==> src/rtl/dbgsc_pkg.sv <==
package dbgsc_pkg;

  // ----------------------------------------
  // Serial command codes
  // ----------------------------------------
  localparam logic [7:0] DBGSC_CMD_BACKGROUND = 8'h90;
  localparam logic [7:0] DBGSC_CMD_READ_STATUS = 8'he4;
  localparam logic [7:0] DBGSC_CMD_WRITE_CONTROL = 8'hc4;
  localparam logic [7:0] DBGSC_CMD_BREAK_READ = 8'he2;
  localparam logic [7:0] DBGSC_CMD_BREAK_WRITE = 8'hc2;

  // ----------------------------------------
  // Widths
  // ----------------------------------------
  localparam int DBGSC_CODE_W = 8;
  localparam int DBGSC_STAT_W = 8;
  localparam int DBGSC_ADDR_W = 16;

  // ----------------------------------------
  // Status and control bit positions
  // ----------------------------------------
  localparam int DBGSC_BIT_PERMIT = 7;
  localparam int DBGSC_BIT_ACTIVE = 6;
  localparam int DBGSC_BIT_BRK_EN = 5;
  localparam int DBGSC_BIT_FORCE_TAG = 4;
  localparam int DBGSC_BIT_CLK_SEL = 3;
  localparam int DBGSC_BIT_WAIT_STOP = 2;
  localparam int DBGSC_BIT_WS_FAIL = 1;
  localparam int DBGSC_BIT_SLOW_FAIL = 0;

  // ----------------------------------------
  // Reset values
  // ----------------------------------------
  localparam logic [7:0] DBGSC_CTRL_RESET = 8'h00;
  localparam logic [15:0] DBGSC_MATCH_RESET = 16'h0000;

  // ----------------------------------------
  // Accepted command, one-hot
  // ----------------------------------------
  typedef enum logic [5:0] {
    DBGSC_OP_NONE = 6'b000001,
    DBGSC_OP_BGND = 6'b000010,
    DBGSC_OP_STAT_RD = 6'b000100,
    DBGSC_OP_CTRL_WR = 6'b001000,
    DBGSC_OP_BRK_RD = 6'b010000,
    DBGSC_OP_BRK_WR = 6'b100000
  } dbgsc_op_t;

endpackage

==> src/rtl/dbgsc_addr_match.sv <==
`timescale 1ns/1ps
module dbgsc_addr_match
#(
  parameter int WIDTH = 16
)
(
  // Compare operands
  input wire logic enable_in,
  input wire logic [WIDTH-1:0] addr_in,
  input wire logic [WIDTH-1:0] match_in,
  // Result
  output logic hit_out
);

  always_comb
  begin
    hit_out = enable_in && (addr_in == match_in);
  end

endmodule

==> src/rtl/dbgsc_cmd_decode.sv <==
`timescale 1ns/1ps
module dbgsc_cmd_decode
(
  // Command strobe
  input wire logic cmd_valid_in,
  input wire logic [dbgsc_pkg::DBGSC_CODE_W-1:0] cmd_code_in,
  // Processor state
  input wire logic cpu_wait_stop_in,
  // Decoded operation
  output dbgsc_pkg::dbgsc_op_t op_out
);
  import dbgsc_pkg::*;

  // Only background and status read work in wait or stop
  always_comb
  begin
    op_out = DBGSC_OP_NONE;
    if (cmd_valid_in)
    begin
      case (cmd_code_in)
        DBGSC_CMD_BACKGROUND: op_out = DBGSC_OP_BGND;
        DBGSC_CMD_READ_STATUS: op_out = DBGSC_OP_STAT_RD;
        DBGSC_CMD_WRITE_CONTROL: op_out = cpu_wait_stop_in ? DBGSC_OP_NONE : DBGSC_OP_CTRL_WR;
        DBGSC_CMD_BREAK_READ: op_out = cpu_wait_stop_in ? DBGSC_OP_NONE : DBGSC_OP_BRK_RD;
        DBGSC_CMD_BREAK_WRITE: op_out = cpu_wait_stop_in ? DBGSC_OP_NONE : DBGSC_OP_BRK_WR;
        default: op_out = DBGSC_OP_NONE;
      endcase
    end
  end

endmodule

==> src/rtl/dbgsc_debug_regs.sv <==
// Contract
// Eight-bit status and control register
// Sixteen-bit breakpoint address compared against bus
// Registers reached only by serial commands
// Permit bit frozen while background mode active
// Four status bits are read-only
// Clock select writable at any time; code drops the write-control command in wait or stop
// Bit 7 permits background; reset clears
// Bit 6 reads one in background mode
// Breakpoint off ignores type and match
// Force type breaks at next boundary
// Tag type marks fetched opcode
// Bit 3 resets zero; one selects bus
// Bit 2 shows wait or stop
// Wait or stop blocks most commands
// Host confirms active bit after forcing
// Bit 1 set on wait-stop access failure
// Host recovers failure via background command
// Bit 0 unused, never signals failure
// Host programs breakpoint while in background
// Background command ignored unless permitted
// Read-status command returns register
// Write-control command sets writable bits
// Break-read command returns match value
// Bit 0 always reads zero
`timescale 1ns/1ps
module dbgsc_debug_regs
#(
  parameter int ADDR_W = 16
)
(
  // Clock and reset
  input wire logic sys_clk_in,
  input wire logic reset_n_in,
  // Decoded serial debug commands
  input wire logic cmd_valid_in,
  input wire logic [dbgsc_pkg::DBGSC_CODE_W-1:0] cmd_code_in,
  input wire logic [ADDR_W-1:0] cmd_data_in,
  // Serial command answers
  output logic rsp_valid_out,
  output logic [ADDR_W-1:0] rsp_data_out,
  // Processor bus observation
  input wire logic cpu_access_valid_in,
  input wire logic cpu_opcode_fetch_in,
  input wire logic [ADDR_W-1:0] cpu_addr_in,
  input wire logic cpu_insn_boundary_in,
  // Processor mode reports
  input wire logic cpu_wait_stop_in,
  input wire logic cpu_bgnd_entered_in,
  input wire logic cpu_resume_in,
  input wire logic cpu_mem_fail_in,
  input wire logic cpu_mem_ok_in,
  // Requests to the processor
  output logic bgnd_request_out,
  output logic fetch_tag_out,
  output logic bgnd_mode_active_out,
  output logic comm_clock_select_out
);
  import dbgsc_pkg::*;

  // ----------------------------------------
  // State
  // ----------------------------------------
  typedef struct packed {
    logic bgnd_mode_permit;
    logic bgnd_mode_active;
    logic break_enable;
    logic break_force_or_tag;
    logic comm_clock_select;
    logic ws_latched;
    logic wait_stop_fail_flag;
    logic [ADDR_W-1:0] debug_break_match;
    logic force_pend;
    logic bgnd_req;
    logic tag;
    logic rsp_valid;
    logic [ADDR_W-1:0] rsp_data;
  } dbgsc_state_t;

  dbgsc_state_t q;
  dbgsc_state_t next_q;
  dbgsc_op_t op;
  logic hit;
  logic match_en;
  logic wait_stop_flag;

  // Status byte as seen by the read-status command
  function automatic logic [DBGSC_STAT_W-1:0] status_byte(input dbgsc_state_t s, input logic ws);
    logic [DBGSC_STAT_W-1:0] b;
    b = '0;
    b[DBGSC_BIT_PERMIT] = s.bgnd_mode_permit;
    b[DBGSC_BIT_ACTIVE] = s.bgnd_mode_active;
    b[DBGSC_BIT_BRK_EN] = s.break_enable;
    b[DBGSC_BIT_FORCE_TAG] = s.break_force_or_tag;
    b[DBGSC_BIT_CLK_SEL] = s.comm_clock_select;
    b[DBGSC_BIT_WAIT_STOP] = ws;
    b[DBGSC_BIT_WS_FAIL] = s.wait_stop_fail_flag;
    b[DBGSC_BIT_SLOW_FAIL] = 1'b0;
    return b;
  endfunction

  // ----------------------------------------
  // Command decode and address compare
  // ----------------------------------------
  dbgsc_cmd_decode u_decode
  (
    .cmd_valid_in(cmd_valid_in),
    .cmd_code_in(cmd_code_in),
    .cpu_wait_stop_in(cpu_wait_stop_in),
    .op_out(op)
  );

  dbgsc_addr_match #(.WIDTH(ADDR_W)) u_match
  (
    .enable_in(match_en),
    .addr_in(cpu_addr_in),
    .match_in(q.debug_break_match),
    .hit_out(hit)
  );

  always_comb
  begin
    match_en = q.break_enable && q.bgnd_mode_permit && !q.bgnd_mode_active;
    wait_stop_flag = cpu_wait_stop_in || q.ws_latched;
  end

  // ----------------------------------------
  // Next state
  // ----------------------------------------
  always_comb
  begin
    next_q = q;
    next_q.rsp_valid = 1'b0;
    next_q.bgnd_req = 1'b0;
    next_q.tag = 1'b0;

    // Mode tracking, entry wins over resume
    if (cpu_resume_in)
    begin
      next_q.bgnd_mode_active = 1'b0;
      next_q.ws_latched = 1'b0;
    end
    if (cpu_bgnd_entered_in)
    begin
      next_q.bgnd_mode_active = 1'b1;
      next_q.force_pend = 1'b0;
    end

    // Access failure flag, set wins over clear
    if (cpu_mem_ok_in)
    begin
      next_q.wait_stop_fail_flag = 1'b0;
    end
    if (cpu_mem_fail_in)
    begin
      next_q.wait_stop_fail_flag = 1'b1;
    end

    // Forced breakpoint waits for an instruction boundary
    if (q.force_pend && cpu_insn_boundary_in && q.bgnd_mode_permit)
    begin
      next_q.bgnd_req = 1'b1;
      next_q.force_pend = 1'b0;
    end
    if (!match_en)
    begin
      next_q.force_pend = 1'b0;
    end
    else if (hit && q.break_force_or_tag && cpu_access_valid_in)
    begin
      next_q.force_pend = 1'b1;
    end

    // Tagged breakpoint marks the opcode being fetched
    if (hit && !q.break_force_or_tag && cpu_opcode_fetch_in)
    begin
      next_q.tag = 1'b1;
    end

    // Serial commands; no path from the processor bus writes here
    case (op)
      DBGSC_OP_BGND:
      begin
        if (q.bgnd_mode_permit && !q.bgnd_mode_active)
        begin
          next_q.bgnd_req = 1'b1;
          if (cpu_wait_stop_in)
          begin
            next_q.ws_latched = 1'b1;
          end
        end
      end
      DBGSC_OP_STAT_RD:
      begin
        next_q.rsp_valid = 1'b1;
        next_q.rsp_data = {{(ADDR_W-DBGSC_STAT_W){1'b0}}, status_byte(q, wait_stop_flag)};
      end
      DBGSC_OP_CTRL_WR:
      begin
        if (!q.bgnd_mode_active)
        begin
          next_q.bgnd_mode_permit = cmd_data_in[DBGSC_BIT_PERMIT];
        end
        next_q.break_enable = cmd_data_in[DBGSC_BIT_BRK_EN];
        next_q.break_force_or_tag = cmd_data_in[DBGSC_BIT_FORCE_TAG];
        next_q.comm_clock_select = cmd_data_in[DBGSC_BIT_CLK_SEL];
      end
      DBGSC_OP_BRK_RD:
      begin
        next_q.rsp_valid = 1'b1;
        next_q.rsp_data = q.debug_break_match;
      end
      DBGSC_OP_BRK_WR:
      begin
        next_q.debug_break_match = cmd_data_in;
      end
      DBGSC_OP_NONE:
      begin
        next_q.rsp_valid = 1'b0;
      end
      default:
      begin
        next_q.rsp_valid = 1'b0;
      end
    endcase
  end

  // ----------------------------------------
  // Registers
  // ----------------------------------------
  always_ff @(posedge sys_clk_in or negedge reset_n_in)
  begin
    if (!reset_n_in)
    begin
      q.bgnd_mode_permit <= DBGSC_CTRL_RESET[DBGSC_BIT_PERMIT];
      q.bgnd_mode_active <= DBGSC_CTRL_RESET[DBGSC_BIT_ACTIVE];
      q.break_enable <= DBGSC_CTRL_RESET[DBGSC_BIT_BRK_EN];
      q.break_force_or_tag <= DBGSC_CTRL_RESET[DBGSC_BIT_FORCE_TAG];
      q.comm_clock_select <= DBGSC_CTRL_RESET[DBGSC_BIT_CLK_SEL];
      q.ws_latched <= 1'b0;
      q.wait_stop_fail_flag <= DBGSC_CTRL_RESET[DBGSC_BIT_WS_FAIL];
      q.debug_break_match <= DBGSC_MATCH_RESET;
      q.force_pend <= 1'b0;
      q.bgnd_req <= 1'b0;
      q.tag <= 1'b0;
      q.rsp_valid <= 1'b0;
      q.rsp_data <= '0;
    end
    else
    begin
      q <= next_q;
    end
  end

  always_comb
  begin
    rsp_valid_out = q.rsp_valid;
    rsp_data_out = q.rsp_data;
    bgnd_request_out = q.bgnd_req;
    fetch_tag_out = q.tag;
    bgnd_mode_active_out = q.bgnd_mode_active;
    comm_clock_select_out = q.comm_clock_select;
  end
endmodule

==> config.mk <==
export PLATFORM = sky130hd
export DESIGN_NAME = dbgsc_debug_regs
export DESIGN_NICKNAME = d
export VERILOG_FILES = /design/src/rtl/dbgsc_pkg.sv /design/src/rtl/dbgsc_addr_match.sv /design/src/rtl/dbgsc_cmd_decode.sv /design/src/rtl/dbgsc_debug_regs.sv
export SDC_FILE = /design/constraint.sdc
export NUM_CORES = 1
export LEC_CHECK = 0
export BUFFER_PORTS_ARGS = -buffer_cell sky130_fd_sc_hd__buf_2
export CAP_MARGIN = 10
export CORE_ASPECT_RATIO = 0.5
export CORE_MARGIN = 3
export CORE_UTILIZATION = 40
export DETAILED_ROUTE_END_ITERATION = 12
export PLACE_DENSITY_LB_ADDON = 0.05
export SYNTH_ARGS = -nofsm -noshare
export SYNTH_HDL_FRONTEND = slang
export SYNTH_HIERARCHICAL = 1
export SYNTH_SLANG_ARGS = --single-unit
==> constraint.sdc <==
create_clock -name sys_clk_in -period 2 [get_ports sys_clk_in]
set_input_delay 0.4 -clock sys_clk_in [delete_from_list [all_inputs] [get_ports sys_clk_in]]
set_output_delay 0.4 -clock sys_clk_in [all_outputs]
set_load 0.02 [all_outputs]
==> out/metrics.cfg, run 1 <==
[synthesis]
ys_types=38
synth-main-ff-cell=dfrtp_1
synth-edff-count=0
yosys-top-cells-area=dfrtp_1 48%, mux2_2 11%, mux2_4 6.7%, buf_4 5.7%, xnor2_1 4.7%
syn_avg_cell_area_sq_um=12.59
synth_warnings=6
synth_nets=230
async_reset_ff_share_pct=100.0
synth.top_cell.area_share_pct=47.75
post-synth-top-count-cell=dfrtp_1
netlist_area_sq_mm=0.002253
synthTopCellsByCount=43 x dfrtp_1, 23 x mux2_2, 17 x buf_4, 12 x xnor2_1, 10 x mux2_4
ys_seq_elements=43
synth.largest_area_cell=dfrtp_1
synth-seq-area-share_pct=47.75
synth_cells=179

[finish]
fill_cells=451
layout.nets=313
syn_to_final_growth_pct=35.81
antenna_cells=0
fin_area_sq_mm=0.003060
drive_above_1_share_pct=57.41
multi_input_area_sq_mm=0.001102
seq_area_sq_mm=0.001076
utilization_pct=59.08

[drt]
dr_total_vias=1611
wl_per_cell_um=15.03
dr.pass1.iters=4
wirelength_um=5005
avgViaCountPerCell=4.838
drt_iter0_drc=33
drc=0
ant_nets=0

[floorplanning]
rows=18
coreArea_sq_mm=0.005180
die_h_um=59.08
initial_core_util_pct=43.50
boundaryPins=72
dieArea_sq_mm=0.006625
die-width_um=112.1

[power_and_ir_drop]
internal_power_mw=1.410
pwr-share-seq_pct=48.6
swShare_pct=21.84
combPwrFrac_pct=7.8
clock_power_share_pct=43.7
design_power_total_mw=1.804
leakagePower_nw=1.650
vdd_ir_drop_max_uv=305.7
p_switching_mw=0.3940
power-per-cell-area_mw_per_mm2=589.5

[timing]
slew_viol_final=0
skew_ns=0.005238
fmax_ghz=0.5026
final.min_clock_period_ns=1.990
period_share_pct=99.48
final_hold_viol_count=0
worst_pin_slew_ns=0.4814
report.final.setup_viol=0
rsz0062_at_grt=yes
slew_headroom_pct=67.76

[critical_path]
critPathLaunchType=input pin
crit_slowest_cell=mux2_4
crit_fanout=8
cp.arrival_ns=2.16
cpPeakStageDelay_ns=0.29
critPathKind=input pin to flop
critPathRequiredTime_ns=2.17
crit_chain=buf_6, and4bb_2, nand2_2, and4bb_2, buf_6, nor4_4, buf_4, nand3b_4, buf_12, mux2_4
critPathCaptureType=flop

[clock_tree]
cts.sinks=43
cts_buffer_depth=2
ctsHtreeMaxLevel=2
clock_latency_ns=0.28
clkTransAtPathRegs_ns=0.06
cts_tree=done
cts_hold_buf=0
cts_inserted_buffers=5
root_buffer=clkbuf_16

[global_route]
gr-usage-all-layers_pct=15.92
grt_max_degree=26
gr-total-overflow=0
grt_pass1_vias=1694
antenna_found_initial=0
grt_pass1_wl_um=8190

[job]
drv_cap=0

[place]
numPortBuffers=71
placed_area_sq_mm=0.002791
dp_hpwl_um=3846
gp_congestion=0.7317

[outcome]
status=complete, no violations

[min_path]
hold_path.class=input pin to async pin

## final timing paths
path,to,start,cells past startpoint,slack [ns]
max in group asynchronous,q[19],reset_n_in,2,1.45
min,q[31],reset_n_in,1,0.05
min reg2reg,q[37],q[37],1,0.50
max,q[35],cmd_code_in[7],10,0.01
max reg2reg,q[19],q[22],6,0.31
min in group sys_clk_in,q[36],cpu_mem_fail_in,2,0.29
## flip-flops by register name, summed over array words and instances (netlist names)
name                   cells
rsp_valid_out              1
rsp_data_out              16
comm_clock_select_out      1
q                         22
bgnd_request_out           1
bgnd_mode_active_out       1
fetch_tag_out              1
## routing by layer
layer | global-route usage (%) | part of all wire, %
met1 | 22.09 | 48
met4 | 3.596 | 0.26
met2 | 25.57 | 47
met3 | 4.077 | 5.2
met5 | 0 | 0
## power groups by stage
stage | clock network, mW | logic, mW | registers [mW]
3_3_place_gp | 0 | 0.130 | 0.892
2_1_floorplan | 0 | 0.0370 | 0.893
6_report | 0.788 | 0.140 | 0.876
5_1_grt | 0.858 | 0.157 | 0.875
3_5_place_dp | 0 | 0.133 | 0.892
4_1_cts | 0.808 | 0.134 | 0.876
## placed cells by master (no fill, tap or decap), types with 2 or more instances in the layout
cell type / Yosys / routed
buf_2: 0 / 67
dfrtp_1: 43 / 43
mux2_4: 10 / 19
buf_4: 17 / 18
mux2_2: 23 / 14
xnor2_1: 12 / 12
a22o_1: 9 / 9
nand2_1: 8 / 8
buf_6: 2 / 6
clkbuf_16: 0 / 5
buf_12: 0 / 5
inv_1: 4 / 4
nand4_1: 4 / 4
xor2_1: 4 / 4
nor2b_1: 5 / 3
nor2_1: 4 / 3
nand3b_1: 3 / 3
and2_1: 2 / 2
nor4_2: 1 / 2
nor3_1: 3 / 2
nand3_1: 2 / 2
nor4_4: 1 / 2
a21o_1: 2 / 2
and4bb_2: 1 / 2
## worst max-delay path, delay by kind of cell
kind / cells / cell delay (ns)
buffers and inverters: 4 / 0.53
multiplexers: 1 / 0.29
AND/OR/NAND/NOR: 5 / 0.91
## logic make-up (layout without fill, tap and decap cells)
logic type             after synthesis  count (layout)  synth area share (%)
AND/OR/NAND/NOR                     45              45                 13.88
flip-flops                          43              43                 47.75
multiplexers                        33              33                 18.16
buffers and inverters               24             108                 7.495
AO/OA/AOI/OAI                       18              18                 6.496
XOR/XNOR                            16              16                 6.219
## what timing repair did
action                                  in CTS  in global routing
pin swaps                                    2                  1
setup buffers                                2                  3
endpoints found under the setup margin      21                 36
gates resized for setup                      0                 16
## layout make-up
cell class | instances | share of cell area, %
inverter | 4 | 0.4906
multi-input combinational | 112 | 36.02
clock buffer | 6 | 4.211
sequential | 43 | 35.16
clock inverter | 2 | 0.4088
timing repair buffer | 96 | 20.85
tap | 70 | 2.862
## stage by stage
stage                     worst slack (ns)  std cells  hold WS, ns  setup TNS, ns
after CTS                         0.002685        331      0.06604              0
after global routing              -0.06152        333      0.08181         -1.469
after global placement             -0.3153        321       0.3640         -8.676
after detailed placement           -0.3896        321       0.3671         -10.50
final                              0.01046        333      0.05323              0
after floorplan                    -0.1324        179       0.1044         -1.911
(Power assumes the default switching activity.)
==> run 2, diff against run 1 <==
- clock period: 2 -> 2.4 ns (I/O delays scaled with it)
==> run 2 against run 1 <==
Net effect:
- non-clock buffer count is 12 lower
- clock skew fell by 0.0017 ns
- register-to-register slack better by 0.35 ns
- clock power is 4.9% lower
- sequential power shrank 17%
- final cell count decreased by 3.9%
- design area decreased by 6.9%
==> out/metrics.cfg, run 2 (same netlist as run 1, synthesis figures left out) <==
[floorplanning]
die-width_um=112.1
coreArea_sq_mm=0.005180
boundaryPins=72
dieArea_sq_mm=0.006625
die_h_um=59.08
rows=18
initial_core_util_pct=43.50

[clock_tree]
ctsHtreeMaxLevel=2
cts_buffer_depth=2
cts.sinks=43
clock_latency_ns=0.28
root_buffer=clkbuf_16
clkTransAtPathRegs_ns=0.06
post-cts-setup-buffers=0
cts_inserted_buffers=5
cts_hold_buf=0
ctsResizeCount=0
cts_tree=done

[global_route]
grt_pass1_wl_um=7831
gr-usage-all-layers_pct=15.58
grt_pass1_vias=1594
grt_max_degree=44
antenna_found_initial=0
gr-total-overflow=0

[power_and_ir_drop]
power-per-cell-area_mw_per_mm2=555.8
vdd_ir_drop_max_uv=267.6
design_power_total_mw=1.584
leakagePower_nw=1.532

[critical_path]
critPathRequiredTime_ns=2.57
crit_chain=buf_2, nor3b_1, a221o_1, o211ai_1, nor4_1, buf_4, o21ai_2, buf_4, mux2_2
crit_fanout=8
critPathKind=input pin to flop
cp.arrival_ns=2.36
crit_slowest_cell=nor4_1
critPathLaunchType=input pin
critPathTopFamily=simple AND/OR/NAND/NOR gates
critPathCaptureType=flop
path_common_cell=buf_4
cpPeakStageDelay_ns=0.40
critPathBufInv=3

[timing]
slew_headroom_pct=68.86
report.final.setup_viol=0
period_share_pct=91.11
setup_tns_ns=0
rsz0062_at_grt=no
slew_viol_final=0
worst_slack_ns=0.2134
skew_ns=0.003506
worst_pin_slew_ns=0.4651
final_hold_viol_count=0
whs_ns=0.1573
fmax_ghz=0.4573
final.min_clock_period_ns=2.187

[finish]
syn_to_final_growth_pct=26.43
fin_cells=320
drive_above_1_share_pct=52.00
regMostFlops=q
layout_common_cells=71 x buf_2, 43 x dfrtp_1, 23 x mux2_2
layout.nets=301
antenna_cells=0
final_common_cell=buf_2
fin_area_sq_mm=0.002849
utilization_pct=55.00
largest_register_ffs=22

[drt]
dr.pass1.iters=4
drt_iter0_drc=63
wl_per_cell_um=15.17
ant_nets=0
wirelength_um=4853
dr_total_vias=1590
avgViaCountPerCell=4.969
drc=0

[place]
placed_area_sq_mm=0.002690
placedCellCount=313
numPortBuffers=71
gp_congestion=0.7447
dp_hpwl_um=3697
place_ws_ns=-0.04225

[min_path]
hold_path.class=input pin to async pin

[outcome]
status=complete, no violations

[job]
drv_cap=0

==> run 2: cell types whose count changed in the layout (fill, tap and decap cells not counted), moves of 2 or more <==
| cell | previous run | this run |
|---|---|---|
| buf_6 | 6 | 0 |
| buf_2 | 67 | 71 |
| nor4_1 | 0 | 2 |
| nor2b_1 | 3 | 5 |
| mux2_4 | 19 | 10 |
| buf_4 | 18 | 9 |
| mux2_2 | 14 | 23 |
==> run 2: layout make-up <==
type / count / area, sq um
Inverter: 4 / 15.01
Timing Repair Buffer: 84 / 503.0
Fill cell: 469 / 2331
Tap cell: 70 / 87.58
Sequential cell: 43 / 1076
Clock inverter: 1 / 30.03
Clock buffer: 6 / 128.9
Multi-Input combinational cell: 112 / 1008
==> run 2: routing by layer <==
metal	global-route usage [%]	part of all wire (%)	vias to the layer above
li1	-	-	770
met1	20.76	48	769
met2	23.88	44	45
met3	6.320	6.9	6
met4	4.110	1.2	0
met5	0	0	-
==> run 2: path summary, 6_finish.rpt <==
path / startpoint / endpoint / slack [ns] / cells after the start
worst max-delay path: cmd_code_in[2] / rsp_data_out[3] / 0.21 / 9
worst min-delay path: reset_n_in / rsp_data_out[11] / 0.16 / 2
worst max register to register: q[34] / q[19] / 0.66 / 6
worst min register to register: q[36] / q[36] / 0.48 / 1
max in group asynchronous: reset_n_in / q[37] / 2.01 / 2
min in group sys_clk_in: cpu_mem_fail_in / q[36] / 0.38 / 2
==> run 2: power by group <==
| part | total [mW] | internal (mW) | switching (mW) |
|---|---|---|---|
| combinational | 0.104 | 0.0537 | 0.0505 |
| clock | 0.749 | 0.485 | 0.264 |
| sequential | 0.730 | 0.728 | 0.00244 |
| total | 1.58 | 1.27 | 0.317 |
